## src/core/pbm_pkg.sv

```systemverilog
// constants shared by the basic mode control register block
package pbm_pkg;

  // apb geometry
  localparam int ADDR_W = 8;
  localparam int DATA_W = 32;
  localparam int CTL_W = 16;

  // byte addresses of the registers
  localparam logic [7:0] CTL_ADDR = 8'h00;
  localparam logic [7:0] STAT_ADDR = 8'h04;

  // control register field positions
  localparam int RST_BIT = 15;
  localparam int LOOP_BIT = 14;
  localparam int SPEED_BIT = 13;
  localparam int AN_EN_BIT = 12;
  localparam int PWDN_BIT = 11;
  localparam int RESTART_BIT = 9;
  localparam int DUPLEX_BIT = 8;

  // status register field positions
  localparam int ST_RST_BUSY = 0;
  localparam int ST_RESTART = 1;
  localparam int ST_DEAD = 2;
  localparam int ST_SPEED = 3;
  localparam int ST_DUPLEX = 4;

  // control field reset values
  localparam logic LOOP_RST = 1'b0;
  localparam logic SPEED_RST = 1'b1;
  localparam logic AN_EN_RST = 1'b1;
  localparam logic PWDN_RST = 1'b0;
  localparam logic DUPLEX_RST = 1'b1;

  // timing
  localparam int unsigned CLK_KHZ = 125000;
  localparam int unsigned DEAD_TIME_MS = 720;
  localparam int unsigned DEAD_CYC = DEAD_TIME_MS * CLK_KHZ;
  localparam int unsigned RST_CYC = 16;

  // number of signals through the input synchronisers
  localparam int SYNC_W = 3;

endpackage

```

## src/core/pbm_phy_basic_mode_control.sv

```systemverilog
// basic mode control register of the fast ethernet phy, apb slave
`timescale 1ns/10ps
module pbm_phy_basic_mode_control #(
  parameter int unsigned DEAD_CYCLES = pbm_pkg::DEAD_CYC,
  parameter int unsigned RST_CYCLES = pbm_pkg::RST_CYC
) (
  // clock and reset
  input wire logic pclk,
  input wire logic presetn,
  // apb slave
  input wire logic psel,
  input wire logic penable,
  input wire logic pwrite,
  input wire logic [pbm_pkg::ADDR_W-1:0] paddr,
  input wire logic [pbm_pkg::DATA_W-1:0] pwdata,
  output logic [pbm_pkg::DATA_W-1:0] prdata,
  output logic pready,
  output logic pslverr,
  // from the auto-negotiation engine (asynchronous)
  input wire logic an_ack,
  input wire logic an_speed_100,
  input wire logic an_full_duplex,
  // to the phy datapath and auto-negotiation engine
  output logic phy_soft_reset,
  output logic loopback_en,
  output logic link_speed_100,
  output logic link_full_duplex,
  output logic an_enable,
  output logic an_restart,
  output logic power_down,
  output logic mac_rx_hold
);

  // synchronised engine inputs
  logic [pbm_pkg::SYNC_W-1:0] an_in;
  logic [pbm_pkg::SYNC_W-1:0] an_s;
  logic ack_s;
  logic ack_q;
  logic spd_s;
  logic dup_s;
  logic [1:0] fill;
  logic neg_speed;
  logic neg_duplex;

  // control fields
  logic speed_sel;
  logic duplex_sel;

  // apb decode
  logic setup;
  logic access;
  logic hit_ctl;
  logic hit_stat;
  logic wr_ctl;
  logic [pbm_pkg::DATA_W-1:0] rd_mux;
  logic hit_any;
  logic next_pready;
  logic next_pslverr;
  logic [pbm_pkg::DATA_W-1:0] next_prdata;

  // control write path
  logic rst_busy;
  logic rst_start;
  logic defaults;
  logic w_loop;
  logic w_an_en;
  logic ack_rise;
  logic restart_set;
  logic dead_start;
  logic dead_busy;
  logic next_speed;
  logic next_duplex;
  logic next_loop;
  logic next_speed_sel;
  logic next_an_en;
  logic next_pwdn;
  logic next_duplex_sel;
  logic next_restart;
  logic [pbm_pkg::CTL_W-1:0] ctl_rd;
  logic [pbm_pkg::DATA_W-1:0] stat_rd;

  assign an_in = {an_full_duplex, an_speed_100, an_ack};

  // engine signals cross from the phy side through two flops each
  pbm_sync #(
    .W(pbm_pkg::SYNC_W)
  ) u_sync (
    .pclk(pclk),
    .presetn(presetn),
    .din(an_in),
    .dout(an_s)
  );

  // split the synchronised bundle back into its signals
  assign ack_s = an_s[0];
  assign spd_s = an_s[1];
  assign dup_s = an_s[2];

  // negotiated values read as reset defaults until the synchroniser
  // holds a real sample; without this the first read after reset
  // would show a false 10 Mbps half duplex result
  assign neg_speed = fill[1] ? spd_s : pbm_pkg::SPEED_RST;
  assign neg_duplex = fill[1] ? dup_s : pbm_pkg::DUPLEX_RST;

  // fill marker shifts in ones in step with the two synchroniser stages
  always_ff @(posedge pclk or negedge presetn) begin
    if (!presetn) begin
      fill <= 2'b00;
    end else begin
      fill <= {fill[0], 1'b1};
    end
  end

  // apb phases; the slave answers with no wait state
  assign setup = psel & ~penable;
  assign access = psel & penable & pready;
  assign hit_ctl = (paddr == pbm_pkg::CTL_ADDR);
  assign hit_stat = (paddr == pbm_pkg::STAT_ADDR);
  assign wr_ctl = access & pwrite & hit_ctl;
  assign hit_any = hit_ctl | hit_stat;

  // a reset request is taken only when no reset is already running;
  // the other fields of that same write are dropped, bit 15 wins
  assign rst_start = wr_ctl & pwdata[pbm_pkg::RST_BIT] & ~rst_busy;
  assign defaults = rst_start | rst_busy;

  // internal reset sequence; its busy flag also drives phy_soft_reset
  pbm_timer #(
    .CYCLES(RST_CYCLES)
  ) u_rst_seq (
    .pclk(pclk),
    .presetn(presetn),
    .start(rst_start),
    .clr(1'b0),
    .busy(rst_busy)
  );

  assign phy_soft_reset = rst_busy;

  // written values used by the control path
  assign w_loop = pwdata[pbm_pkg::LOOP_BIT];
  assign w_an_en = pwdata[pbm_pkg::AN_EN_BIT];

  // restart requested only with autoneg left on by the same write
  assign restart_set = wr_ctl & ~defaults
    & pwdata[pbm_pkg::RESTART_BIT] & w_an_en;

  // engine acknowledges the new negotiation with a rising edge
  assign ack_rise = ack_s & ~ack_q;

  // loopback turned on while the link runs at 100 Mbps
  // limitation: the speed seen is the one before this write, so a
  // write that enables loopback and drops to 10 Mbps still starts it
  assign dead_start = wr_ctl & ~defaults & w_loop & ~loopback_en
    & link_speed_100;

  // dead time; the descrambler may lose lock, so rx stays held
  pbm_timer #(
    .CYCLES(DEAD_CYCLES)
  ) u_dead (
    .pclk(pclk),
    .presetn(presetn),
    .start(dead_start),
    .clr(defaults),
    .busy(dead_busy)
  );

  // resolved link mode: negotiated when autoneg on, else forced bits
  assign next_speed = an_enable ? neg_speed : speed_sel;
  assign next_duplex = an_enable ? neg_duplex : duplex_sel;

  // control register read value; reserved bits are tied low
  assign ctl_rd = {
    rst_busy,
    loopback_en,
    an_enable ? neg_speed : speed_sel,
    an_enable,
    power_down,
    1'b0,
    an_restart,
    an_enable ? neg_duplex : duplex_sel,
    8'h00
  };

  // status register shows the block's own state
  assign stat_rd = {
    27'h0000000,
    link_full_duplex,
    link_speed_100,
    dead_busy,
    an_restart,
    rst_busy
  };

  assign rd_mux = hit_ctl ? {16'h0000, ctl_rd}
    : hit_stat ? stat_rd
    : 32'h00000000;

  // engine acknowledge history for edge detection
  always_ff @(posedge pclk or negedge presetn) begin
    if (!presetn) begin
      ack_q <= 1'b0;
    end else begin
      ack_q <= ack_s;
    end
  end

  // apb answer, loaded in the setup cycle so it stands in access;
  // read data is zero outside a read so the bus never shows old data
  assign next_pready = setup;
  assign next_pslverr = setup & ~hit_any;
  assign next_prdata = (setup & ~pwrite) ? rd_mux : 32'h00000000;

  // apb answer flops
  always_ff @(posedge pclk or negedge presetn) begin
    if (!presetn) begin
      pready <= 1'b0;
      pslverr <= 1'b0;
      prdata <= 32'h00000000;
    end else begin
      pready <= next_pready;
      pslverr <= next_pslverr;
      prdata <= next_prdata;
    end
  end

  // next field values; the reset sequence holds every field at default
  assign next_loop = defaults ? pbm_pkg::LOOP_RST
    : wr_ctl ? w_loop : loopback_en;
  assign next_speed_sel = defaults ? pbm_pkg::SPEED_RST
    : wr_ctl ? pwdata[pbm_pkg::SPEED_BIT] : speed_sel;
  assign next_an_en = defaults ? pbm_pkg::AN_EN_RST
    : wr_ctl ? w_an_en : an_enable;
  assign next_pwdn = defaults ? pbm_pkg::PWDN_RST
    : wr_ctl ? pwdata[pbm_pkg::PWDN_BIT] : power_down;
  assign next_duplex_sel = defaults ? pbm_pkg::DUPLEX_RST
    : wr_ctl ? pwdata[pbm_pkg::DUPLEX_BIT] : duplex_sel;

  // control field flops
  always_ff @(posedge pclk or negedge presetn) begin
    if (!presetn) begin
      loopback_en <= pbm_pkg::LOOP_RST;
      speed_sel <= pbm_pkg::SPEED_RST;
      an_enable <= pbm_pkg::AN_EN_RST;
      power_down <= pbm_pkg::PWDN_RST;
      duplex_sel <= pbm_pkg::DUPLEX_RST;
    end else begin
      loopback_en <= next_loop;
      speed_sel <= next_speed_sel;
      an_enable <= next_an_en;
      power_down <= next_pwdn;
      duplex_sel <= next_duplex_sel;
    end
  end

  // restart request; a new request wins over a same-cycle ack,
  // and a written zero never cancels a pending request; the ack is
  // taken as an edge so a level left high cannot clear a new request
  assign next_restart = defaults ? 1'b0
    : restart_set ? 1'b1
    : ack_rise ? 1'b0
    : an_restart;

  // restart request flop
  always_ff @(posedge pclk or negedge presetn) begin
    if (!presetn) begin
      an_restart <= 1'b0;
    end else begin
      an_restart <= next_restart;
    end
  end

  // link mode and rx hold registered so outputs come from flops;
  // the mode therefore follows its sources one cycle late
  always_ff @(posedge pclk or negedge presetn) begin
    if (!presetn) begin
      link_speed_100 <= pbm_pkg::SPEED_RST;
      link_full_duplex <= pbm_pkg::DUPLEX_RST;
      mac_rx_hold <= 1'b0;
    end else begin
      link_speed_100 <= next_speed;
      link_full_duplex <= next_duplex;
      mac_rx_hold <= dead_busy;
    end
  end

endmodule

```

## src/core/pbm_sync.sv

```systemverilog
// two-flop synchronisers for inputs from the phy side
`timescale 1ns/10ps
module pbm_sync #(
  parameter int W = 3
) (
  // clock and reset
  input wire logic pclk,
  input wire logic presetn,
  // asynchronous inputs and their synchronised copies
  input wire logic [W-1:0] din,
  output logic [W-1:0] dout
);

  genvar i;
  generate
    for (i = 0; i < W; i++) begin : g_bit
      logic meta;
      // first stage feeds only the second stage
      always_ff @(posedge pclk or negedge presetn) begin
        if (!presetn) begin
          meta <= 1'b0;
          dout[i] <= 1'b0;
        end else begin
          meta <= din[i];
          dout[i] <= meta;
        end
      end
    end
  endgenerate

endmodule

```

## src/core/pbm_timer.sv

```systemverilog
// one-shot down counter with busy flag
`timescale 1ns/10ps
module pbm_timer #(
  parameter int unsigned CYCLES = 16
) (
  // clock and reset
  input wire logic pclk,
  input wire logic presetn,
  // control
  input wire logic start,
  input wire logic clr,
  // busy for exactly CYCLES cycles after start
  output logic busy
);

  localparam int W = $clog2(CYCLES + 1);
  localparam logic [W-1:0] LOAD = W'(CYCLES);
  localparam logic [W-1:0] ONE = W'(1);

  logic [W-1:0] cnt;

  // clear wins over start so a reset can cut a running period short
  always_ff @(posedge pclk or negedge presetn) begin
    if (!presetn) begin
      cnt <= '0;
      busy <= 1'b0;
    end else if (clr) begin
      cnt <= '0;
      busy <= 1'b0;
    end else if (start) begin
      cnt <= LOAD;
      busy <= 1'b1;
    end else if (cnt != '0) begin
      cnt <= cnt - ONE;
      busy <= (cnt > ONE);
    end
  end

endmodule

```

## config.mk

```make
export PLATFORM = sky130hd
export DESIGN_NAME = pbm_phy_basic_mode_control
export DESIGN_NICKNAME = d
export VERILOG_FILES = /design/src/core/pbm_pkg.sv /design/src/core/pbm_phy_basic_mode_control.sv /design/src/core/pbm_sync.sv /design/src/core/pbm_timer.sv
export SDC_FILE = /design/constraint.sdc
export NUM_CORES = 1
export LEC_CHECK = 0
export BUFFER_PORTS_ARGS = -buffer_cell sky130_fd_sc_hd__buf_2
export CAP_MARGIN = 20
export CORE_MARGIN = 5
export CORE_UTILIZATION = 47
export CTS_CLUSTER_SIZE = 14
export DETAILED_ROUTE_END_ITERATION = 10
export PLACE_DENSITY = 0.76
export SLEW_MARGIN = 20
export SYNTH_ARGS = -nofsm -noshare
export SYNTH_HDL_FRONTEND = slang
export SYNTH_SLANG_ARGS = --single-unit
```

## constraint.sdc

```tcl
create_clock -name pclk -period 1.9 [get_ports pclk]
set_input_delay 0.38 -clock pclk [delete_from_list [all_inputs] [get_ports pclk]]
set_output_delay 0.38 -clock pclk [all_outputs]
set_load 0.02 [all_outputs]
```

==> results of run 1 <==
[routing by layer]
layer / global-route usage [%] / part of all wire (%)
met5: 0 / 0
met3: 4.22 / 4.9
met2: 30.7 / 52
met1: 20.1 / 41
met4: 6.96 / 2.4
[cells in the mapped netlist (all sizes together) (4+ instances only)]
cell / count
o31ai: 4
and2: 15
dfstp: 5
xnor2: 10
nand4: 4
o2111ai: 4
dfrtp: 61
nand3b: 6
nor3: 13
nor2: 36
a21oi: 20
nand2: 10
inv: 7
or4: 6
buf: 23
nor4: 8
o21ai: 9
ha: 5
xor2: 13
clkbuf: 6
[where the power goes]
part	total (mW)	internal (mW)	switching (mW)
registers	1.70	1.56	0.144
logic	3.19	1.57	1.62
clock network	1.10	0.548	0.548
total	5.99	3.67	2.31
[stage by stage]
stage	std cells	total power, mW
floorplan	317	3.44
global placement	463	4.14
detailed placement	463	4.20
CTS	488	5.51
global route	494	6.35
finish	494	5.99
[final cells by class]
| type | instances | share of cell area [%] |
|---|---|---|
| timing repair buffer | 110 | 18.7 |
| clock buffer | 11 | 3.46 |
| tap | 80 | 2.28 |
| sequential | 66 | 37.8 |
| clock inverter | 5 | 0.885 |
| multi-input combinational | 215 | 36.2 |
| inverter | 7 | 0.600 |
[state kept, by name, indices dropped and copies added, names as in the netlist]
| register | cells |
|---|---|
| pready | 1 |
| ack_q | 1 |
| power_down | 1 |
| loopback_en | 1 |
| an_enable | 1 |
| u_rst_seq.cnt | 5 |
| prdata | 12 |
| u_dead.busy | 1 |
| mac_rx_hold | 1 |
| speed_sel | 1 |
| fill | 2 |
| link_speed_100 | 1 |
| an_restart | 1 |
| pslverr | 1 |
| link_full_duplex | 1 |
| duplex_sel | 1 |
| u_rst_seq.busy | 1 |
| u_dead.cnt | 27 |
| u_sync.g_bit.meta | 3 |
| u_sync.dout | 3 |
[cells by family after synthesis]
family | count (synthesis) | share of synthesized area, %
compound gates | 53 | 12.2
xor+xnor | 23 | 6.23
fa+ha+maj | 5 | 1.93
buf+inv | 36 | 6.89
flops | 66 | 51.3
mux | 1 | 0.348
other cells | 2 | 0.232
simple gates | 112 | 20.9
[worst paths after layout]
check                                      from                   end  slack [ps]  depth (start not counted)
setup / recovery                 u_dead.cnt[18]        u_dead.cnt[24]         -60                          6
hold / removal                           an_ack  u_sync.g_bit[0].meta         130                          1
setup reg to reg                 u_dead.cnt[18]        u_dead.cnt[24]         -60                          6
hold reg to reg            u_sync.g_bit[0].meta        u_sync.dout[0]         350                          0
max in group asynchronous               presetn             an_enable         780                          3
min in group asynchronous               presetn            prdata[12]         540                          2
[what timing repair did]
action / in CTS / in global routing
pin swaps: 8 / 17
setup buffers: 8 / 6
hold buffers: 1 / 0
cloned: 0 / 0
setup endpoints to repair: 18 / 24
endpoints found under the hold margin: 15 / 0
resized for setup: 8 / 34
==> impl_metrics.py, run 1 <==
metrics = {
    "status": {
        "status": "finished, violations left",
        "failed_checks": "negative setup slack",
    },
    "logic_synthesis": {
        "synth.distinct_cells": 49,
        "ys_ff_latch": 66,
        "ys_seq_area_share_pct": 51.3,
        "yosysWarnings": 0,
        "synth_cells": 298,
        "synth-edff-count": 0,
        "async_reset_ff_share_pct": 100,
        "synth_top_area_share_pct": 47.2,
        "synth.avg_cell_area_um2": 10.8,
        "synthFlopType": "dfrtp_1",
        "synth.cell_area_mm2": 0.00323,
        "synth_area_leaders": "dfrtp_1, buf_4, nor2_1, dfstp_2, xor2_1",
        "synth_top_cell_by_area": "dfrtp_1",
    },
    "die": {
        "ioPinCount": 90,
        "dieWidth_um": 92.9,
        "die_h_um": 92.9,
        "die-area_mm2": 0.00864,
        "coreArea_mm2": 0.00676,
        "rows": 30,
        "initial_core_util_pct": 47.9,
    },
    "route": {
        "drc": 0,
        "vias_per_cell": 5.27,
        "drt_iter0_markers": 105,
        "wl_per_cell_um": 15.1,
        "vias": 2605,
        "postRouteAntennaNets": 0,
        "wl_mm": 7.48,
        "drtPass1Iterations": 4,
    },
    "global_routing": {
        "first_global_vias": 2619,
        "grt_start_max_net_pins": 26,
        "grt_use_total_pct": 17.4,
        "grt_overflow": 0,
        "antenna_found_initial": 0,
        "grt_pass1_wl_mm": 11.8,
    },
    "worst_setup_path": {
        "crit_path_frequent_cell": "or4_4",
        "crit_family": "simple AND/OR/NAND/NOR gates",
        "required_ps": 2140,
        "cp_slowest_cell": "or4_4",
        "cp_cell_sequence": "or4_4 > buf_6 > or4_4 > nor2_4 > xnor2_2 > a21oi_2",
        "worstPathArrival_ps": 2200,
        "endpoint_kind": "register",
        "cp_num_buf_inv": 1,
        "critical_path.max_fanout": 3,
        "cp-start-kind": "register",
        "slowest_delay_ps": 560,
        "critical_path_class": "reg -> reg",
    },
    "layout": {
        "regArea_mm2": 0.00166,
        "nFillCells": 479,
        "multiInputGateArea_mm2": 0.00159,
        "layout_common_cells": "dfrtp_1, buf_4, buf_2",
        "fin_nets": 462,
        "fin_area_mm2": 0.00438,
        "drive_gt1_share_pct": 42.0,
        "diodes": 0,
        "fin_util_pct": 64.9,
        "synthToLayoutAreaGrowth_pct": 35.5,
        "final_common_cell": "dfrtp_1",
    },
    "timing": {
        "fin_skew_ps": 10.1,
        "post-route-period-util_pct": 103,
        "hold-worst-slack_ps": 130,
        "tns_ps": -213,
        "worst_pin_slew_ps": 528,
        "fmax_ghz": 0.510,
        "period_minus_slack_ps": 1960,
        "setup_ws_ps": -59.1,
        "setup_viol": 9,
        "slew_violations": 0,
        "hold_violations": 0,
        "rsz0062_at_grt": "true",
        "slew_headroom_pct": 64.6,
    },
    "placement": {
        "port_buffers": 44,
        "placed_area_mm2": 0.00389,
        "dp_hpwl_mm": 4.92,
        "dpl_worst_slack_ps": -159,
        "place.gp.congestion": 0.795,
    },
    "pwr": {
        "ir_worst_vdd_mv": 0.547,
        "power.density_mw_per_mm2": 1370,
        "leakage_nw": 2.17,
    },
    "cts": {
        "path_clk_slew_ps": 80,
        "clock_path_buffers": 2,
        "clk_latency_ps": 350,
        "htreeDepth": 3,
        "clock_sinks": 66,
        "cts_buffers": 9,
        "root_buffer": "clkbuf_8",
        "cts_tree": "yes",
    },
    "run": {
        "cap_violations": 0,
    },
    "min_path": {
        "hold_path_class": "in -> reg",
    },
}
Power figures use the tool's default switching activity.
==> run 2, diff against run 1 <==
- CORE_ASPECT_RATIO: not set -> 1.4
- HOLD_SLACK_MARGIN: not set -> 0.12
==> impl_metrics.py, run 2 (synthesis gave the netlist of run 1 again) <==
metrics = {
    "status": {
        "status": "finished, violations left",
        "failed_checks": "negative setup slack",
    },
    "worst_setup_path": {
        "required_ps": 2180,
        "slowest_delay_ps": 580,
        "critPathLaunch": "u_dead.cnt[7]",
        "crit_path_frequent_cell": "or4_4",
        "critical_path_class": "reg -> reg",
        "cp_num_buf_inv": 0,
        "cp_slowest_cell": "or4_4",
        "cp_cell_sequence": "or4_4 > nor3_4 > o211ai_4 > or4_4 > a21oi_2",
        "endpoint_kind": "register",
        "cp-start-kind": "register",
        "crit-reg2reg-launch": "u_dead.cnt[7]",
        "critical_path.max_fanout": 7,
        "worstPathArrival_ps": 2350,
        "crit_family": "simple AND/OR/NAND/NOR gates",
    },
    "timing": {
        "period_minus_slack_ps": 2070,
        "worst_pin_slew_ps": 513,
        "hold-worst-slack_ps": 294,
        "slew_violations": 0,
        "post-route-period-util_pct": 109,
        "fmax_ghz": 0.484,
        "setup_viol": 15,
        "fin_skew_ps": 4.85,
        "setup_ws_ps": -168,
        "rsz0062_at_grt": "true",
        "slew_headroom_pct": 65.6,
        "hold_violations": 0,
        "tns_ps": -508,
    },
    "pwr": {
        "ir_worst_vdd_mv": 0.909,
        "leakage_nw": 2.21,
        "total_power_mw": 6.67,
        "power.density_mw_per_mm2": 1470,
    },
    "route": {
        "vias_per_cell": 5.21,
        "drtPass1Iterations": 4,
        "vias": 2622,
        "wl_mm": 8.12,
        "postRouteAntennaNets": 0,
        "drt_iter0_markers": 142,
        "drc": 0,
        "wl_per_cell_um": 16.1,
    },
    "placement": {
        "dp_hpwl_mm": 5.32,
        "placed_area_mm2": 0.00387,
        "port_buffers": 44,
        "place.gp.congestion": 0.815,
    },
    "global_routing": {
        "grt_use_total_pct": 18.8,
        "grt_pass1_wl_mm": 12.5,
        "grt_util_met1_pct": 21.0,
        "antenna_found_initial": 0,
        "first_global_vias": 2632,
        "grt_overflow": 0,
        "grt_start_max_net_pins": 53,
        "met3_usage_pct": 4.58,
        "met2_usage_pct": 34.2,
        "grt-busiest-layer": "met2",
    },
    "layout": {
        "final_common_cell": "dfrtp_1",
        "nFillCells": 483,
        "drive_gt1_share_pct": 43.8,
        "largest-register": "u_dead.cnt",
        "largest_reg_flops": 27,
        "layout_common_cells": "dfrtp_1, buf_4, buf_2",
        "diodes": 0,
        "synthToLayoutAreaGrowth_pct": 40.7,
        "regArea_mm2": 0.00166,
        "multiInputGateArea_mm2": 0.00168,
        "fin_area_mm2": 0.00455,
        "largestRegisters": "u_dead.cnt x27, prdata x12, u_rst_seq.cnt x5",
        "fin_nets": 459,
    },
    "cts": {
        "clk_latency_ps": 350,
        "cts_tree": "yes",
        "root_buffer": "clkbuf_8",
        "path_clk_slew_ps": 80,
        "cts_buffers": 9,
        "clock_path_buffers": 2,
        "htreeDepth": 3,
        "clock_sinks": 66,
    },
    "die": {
        "coreArea_mm2": 0.00666,
        "ioPinCount": 90,
        "die-area_mm2": 0.00866,
        "initial_core_util_pct": 48.6,
        "die_h_um": 108,
        "rows": 35,
        "dieWidth_um": 80.1,
    },
    "run": {
        "cap_violations": 0,
    },
    "min_path": {
        "hold_start": "pwdata[8]",
        "hold_path_class": "in -> reg",
    },
}
-- run 2: cell count changes in the layout (fill, tap and decap cells not counted), moves of 3 or more --
cell,change
buf_4,-9
bufinv_16,+3
dlygate4sd3_1,+3
buf_6,+3
o21ai_1,-5
-- run 2: worst paths after layout --
check / to / cells past startpoint / slack [ps]
max: u_dead.cnt[23] / 5 / -170
min: duplex_sel / 3 / 290
max reg2reg: u_dead.cnt[23] / 5 / -170
min reg2reg: fill[1] / 0 / 350
max in group asynchronous: speed_sel / 3 / 790
min in group asynchronous: u_dead.cnt[8] / 2 / 470
-- run 2: area by class of cell --
type / count / share of cell area [%]
multi-input cells: 215 / 37.0
inverters: 7 / 0.578
repair buffers: 107 / 18.0
flip-flops and latches: 66 / 36.4
clock buffers: 9 / 2.72
well taps: 92 / 2.53
clock inverters: 7 / 2.75
-- run 2: metal layers --
| metal | wire length [µm] | vias to the layer above |
|---|---|---|
| met2 | 4580 | 83 |
| met4 | 198 | 0 |
| met1 | 2930 | 1302 |
| met3 | 417 | 20 |
| li1 | - | 1217 |
| met5 | 0 | - |
-- run 2: repair_timing --
action,CTS,global route
resized for setup,14,47
hold buffers,4,0
endpoints found under the setup margin,20,26
setup buffers,7,5
endpoints found under the hold margin,17,0
pin swaps,17,29
gates cloned,0,1
-- run 2: worst reg2reg max path: stages (launching register included) --
cell      delay (ps)
dfrtp_1          420
or4_4            580
nor3_4           270
o211ai_4         150
or4_4            440
a21oi_2          130
-- run 2: through the flow --
| step | utilization (%) | std cells | setup slack, ps |
|---|---|---|---|
| 3_5_place_dp | 58.2 | 472 | -223 |
| 2_1_floorplan | - | 317 | -52.7 |
| 3_3_place_gp | 58.2 | 472 | -167 |
| 4_1_cts | 64.3 | 498 | -90.2 |
| 6_report | 68.3 | 503 | -168 |
| 5_1_grt | 68.3 | 503 | -205 |
-- run 2: where the power goes --
| group | switching (mW) | internal [mW] |
|---|---|---|
| Combinational | 1.80 | 1.69 |
| Clock | 0.588 | 0.882 |
| Sequential | 0.152 | 1.56 |
| Total | 2.54 | 4.13 |
==> run 3, diff against run 2 <==
--- a/config.mk
+++ b/config.mk
@@ -6,13 +6,15 @@
 export NUM_CORES = 1
 export LEC_CHECK = 0
+export ABC_AREA = 1
 export BUFFER_PORTS_ARGS = -buffer_cell sky130_fd_sc_hd__buf_2
 export CAP_MARGIN = 20
 export CORE_ASPECT_RATIO = 1.4
 export CORE_MARGIN = 5
-export CORE_UTILIZATION = 47
+export CORE_UTILIZATION = 48
 export CTS_CLUSTER_SIZE = 14
 export DETAILED_ROUTE_END_ITERATION = 10
 export HOLD_SLACK_MARGIN = 0.12
-export PLACE_DENSITY = 0.76
+export MAX_ROUTING_LAYER = met4
+export PLACE_DENSITY = 0.77
 export SLEW_MARGIN = 20
 export SYNTH_ARGS = -nofsm -noshare
==> constraint.sdc (replaced) <==
create_clock -name pclk -period 1.9 [get_ports pclk]
set_input_delay 0.285 -clock pclk [delete_from_list [all_inputs] [get_ports pclk]]
set_output_delay 0.285 -clock pclk [all_outputs]
set_load 0.02 [all_outputs]
==> impl_metrics.py, run 3 <==
metrics = {
    "logic_synthesis": {
        "yosysMostFrequentCell": "nor2_1",
        "synth.distinct_cells": 37,
        "synth_top_area_share_pct": 44.6,
        "ys_ff_latch": 66,
        "synth_common_cells": "nor2_1, dfrtp_1, nand2_1, inv_1, nand3_1",
        "ys_seq_area_share_pct": 48.4,
        "synth_cells": 395,
        "yosysWarnings": 0,
        "synthFlopType": "dfrtp_1",
        "synth.cell_area_mm2": 0.00342,
        "synth.avg_cell_area_um2": 8.67,
        "synth_area_leaders": "dfrtp_1, nor2_1, nand2_1, buf_4, dfstp_2",
        "async_reset_ff_share_pct": 100,
        "synth-edff-count": 0,
        "synth_top_cell_by_area": "dfrtp_1",
    },
    "timing": {
        "worst_pin_slew_ps": 560,
        "post-route-period-util_pct": 91.7,
        "slew_headroom_pct": 62.7,
        "hold_violations": 0,
        "fin_skew_ps": 6.64,
        "rsz0062_at_grt": "false",
        "period_minus_slack_ps": 1740,
        "fmax_ghz": 0.574,
        "tns_ps": 0,
        "setup_viol": 0,
        "slew_violations": 0,
    },
    "global_routing": {
        "grt-busiest-layer": "met2",
        "first_global_vias": 2646,
        "grt_overflow": 0,
        "grt_start_max_net_pins": 25,
        "grt_pass1_wl_mm": 12.0,
        "met2_usage_pct": 30.0,
        "met3_usage_pct": 4.10,
        "grt_util_met1_pct": 21.0,
        "grt_use_total_pct": 18.5,
        "antenna_found_initial": 0,
    },
    "cts": {
        "cts_tree": "yes",
        "path_clk_slew_ps": 80,
        "cts_buffers": 9,
        "clk_latency_ps": 350,
        "clock_path_buffers": 2,
        "root_buffer": "clkbuf_8",
        "htreeDepth": 3,
        "clock_sinks": 66,
        "postCtsSetupBuffers": 0,
    },
    "worst_setup_path": {
        "worstPathArrival_ps": 1980,
        "crit_family": "simple AND/OR/NAND/NOR gates",
        "cp_cell_sequence": "inv_1 > ha_1 > nand2_4 > nor2_8 > nand2_4 > clkinv_2 > nand2_2 > buf_4 > nand2_1 > xor2_1 > nor2_1",
        "endpoint_kind": "register",
        "critical_path.max_fanout": 5,
        "required_ps": 2140,
        "cp-start-kind": "register",
        "cp_slowest_cell": "dfrtp_1",
        "cp_num_buf_inv": 3,
        "slowest_delay_ps": 400,
        "crit_path_frequent_cell": "nand2_4",
        "critical_path_class": "reg -> reg",
    },
    "die": {
        "die_h_um": 110,
        "ioPinCount": 90,
        "rows": 36,
        "die-area_mm2": 0.00894,
        "dieWidth_um": 81.4,
        "coreArea_mm2": 0.00698,
        "initial_core_util_pct": 49.0,
    },
    "layout": {
        "largestRegisters": "u_dead.cnt x27, prdata x12, u_rst_seq.cnt x5",
        "synthToLayoutAreaGrowth_pct": 16.3,
        "final_common_cell": "nor2_1",
        "drive_gt1_share_pct": 22.9,
        "layout_common_cells": "nor2_1, nand2_1, dfrtp_1",
        "fin_nets": 511,
        "diodes": 0,
        "largest_reg_flops": 27,
        "largest-register": "u_dead.cnt",
    },
    "route": {
        "drt_iter0_markers": 142,
        "wl_mm": 7.17,
        "postRouteAntennaNets": 0,
        "wl_per_cell_um": 12.9,
        "drtPass1Iterations": 4,
        "drc": 0,
        "vias_per_cell": 4.88,
        "vias": 2722,
    },
    "placement": {
        "place.gp.congestion": 0.904,
        "port_buffers": 44,
        "dp_hpwl_mm": 5.39,
    },
    "min_path": {
        "hold_path_class": "in -> reg",
    },
    "run": {
        "cap_violations": 0,
    },
    "status": {
        "status": "completed",
    },
}
-- run 3: cell types whose count changed after synthesis, sizes merged, moves of 5 or more --
cell	delta
nor2	+51
nand2	+61
xnor2	-5
clkbuf	-6
inv	+30
and2	-13
nor4	-6
nor3	-7
nand3	+25
or4	-6
-- run 3: area by class of cell --
class / count / area [µm²]
fill: 657 / 3000
inverter: 39 / 148
clock buffer: 9 / 124
clock inverter: 7 / 55.1
multi-input combinational: 284 / 1500
timing repair buffer: 58 / 375
tap: 95 / 119
sequential: 66 / 1660
-- run 3: path summary, 6_finish.rpt --
kind / slack (ps) / cells past startpoint / startpoint / to
worst max-delay path: 160 / 11 / u_dead.cnt[0] / u_dead.cnt[3]
worst min-delay path: 150 / 3 / pwdata[11] / power_down
worst max register to register: 160 / 11 / u_dead.cnt[0] / u_dead.cnt[3]
worst min register to register: 360 / 0 / u_sync.g_bit[2].meta / u_sync.dout[2]
max in group asynchronous: 840 / 3 / presetn / an_enable
min in group asynchronous: 470 / 2 / presetn / u_dead.cnt[10]
-- run 3: routing by layer --
layer	wire, µm	vias to the layer above
li1	-	1343
met1	2780	1288
met2	3910	72
met3	282	19
met4	202	0
met5	0	-
-- run 3: cells by family (layout without fill, tap and decap cells) --
logic type,count (synthesis),count (layout),share of synthesized area [%]
flops,66,66,48.4
fa+ha+maj,5,5,1.83
buf+inv,64,113,9.94
other cells,2,21,0.219
compound gates,38,38,6.18
xor+xnor,15,15,3.84
simple gates,205,205,29.6
-- run 3: per-stage QoR --
step	cell area [µm²]	setup slack (ps)	utilization (%)	instances	hold WS, ps
floorplan	3490	289	-	414	-10.6
detailed placement	3750	162	53.7	537	305
finish	3980	158	57.0	558	148
global route	3980	17.5	57.0	558	175
CTS	3980	70.8	56.9	558	131
global placement	3750	188	53.7	537	298
-- run 3: worst register-to-register path, delay by kind of cell (launching register included) --
family / cells / cell delay [ps]
adders and majority gates: 1 / 220
DFF: 1 / 400
buffers and inverters: 3 / 340
and+or+nand+nor: 6 / 510
xor gates and xnor gates: 1 / 160
-- run 3: repair_timing --
action                                  4_1_cts  5_1_grt
hold buffers                                  5        0
endpoints found under the hold margin        25        0
gates resized for setup                       0        1
endpoints found under the setup margin        0       15
Power of run 3 is left out: the tool's default activity adds up to more than one toggle a clock period on the data nets, which glitch-free logic cannot reach.
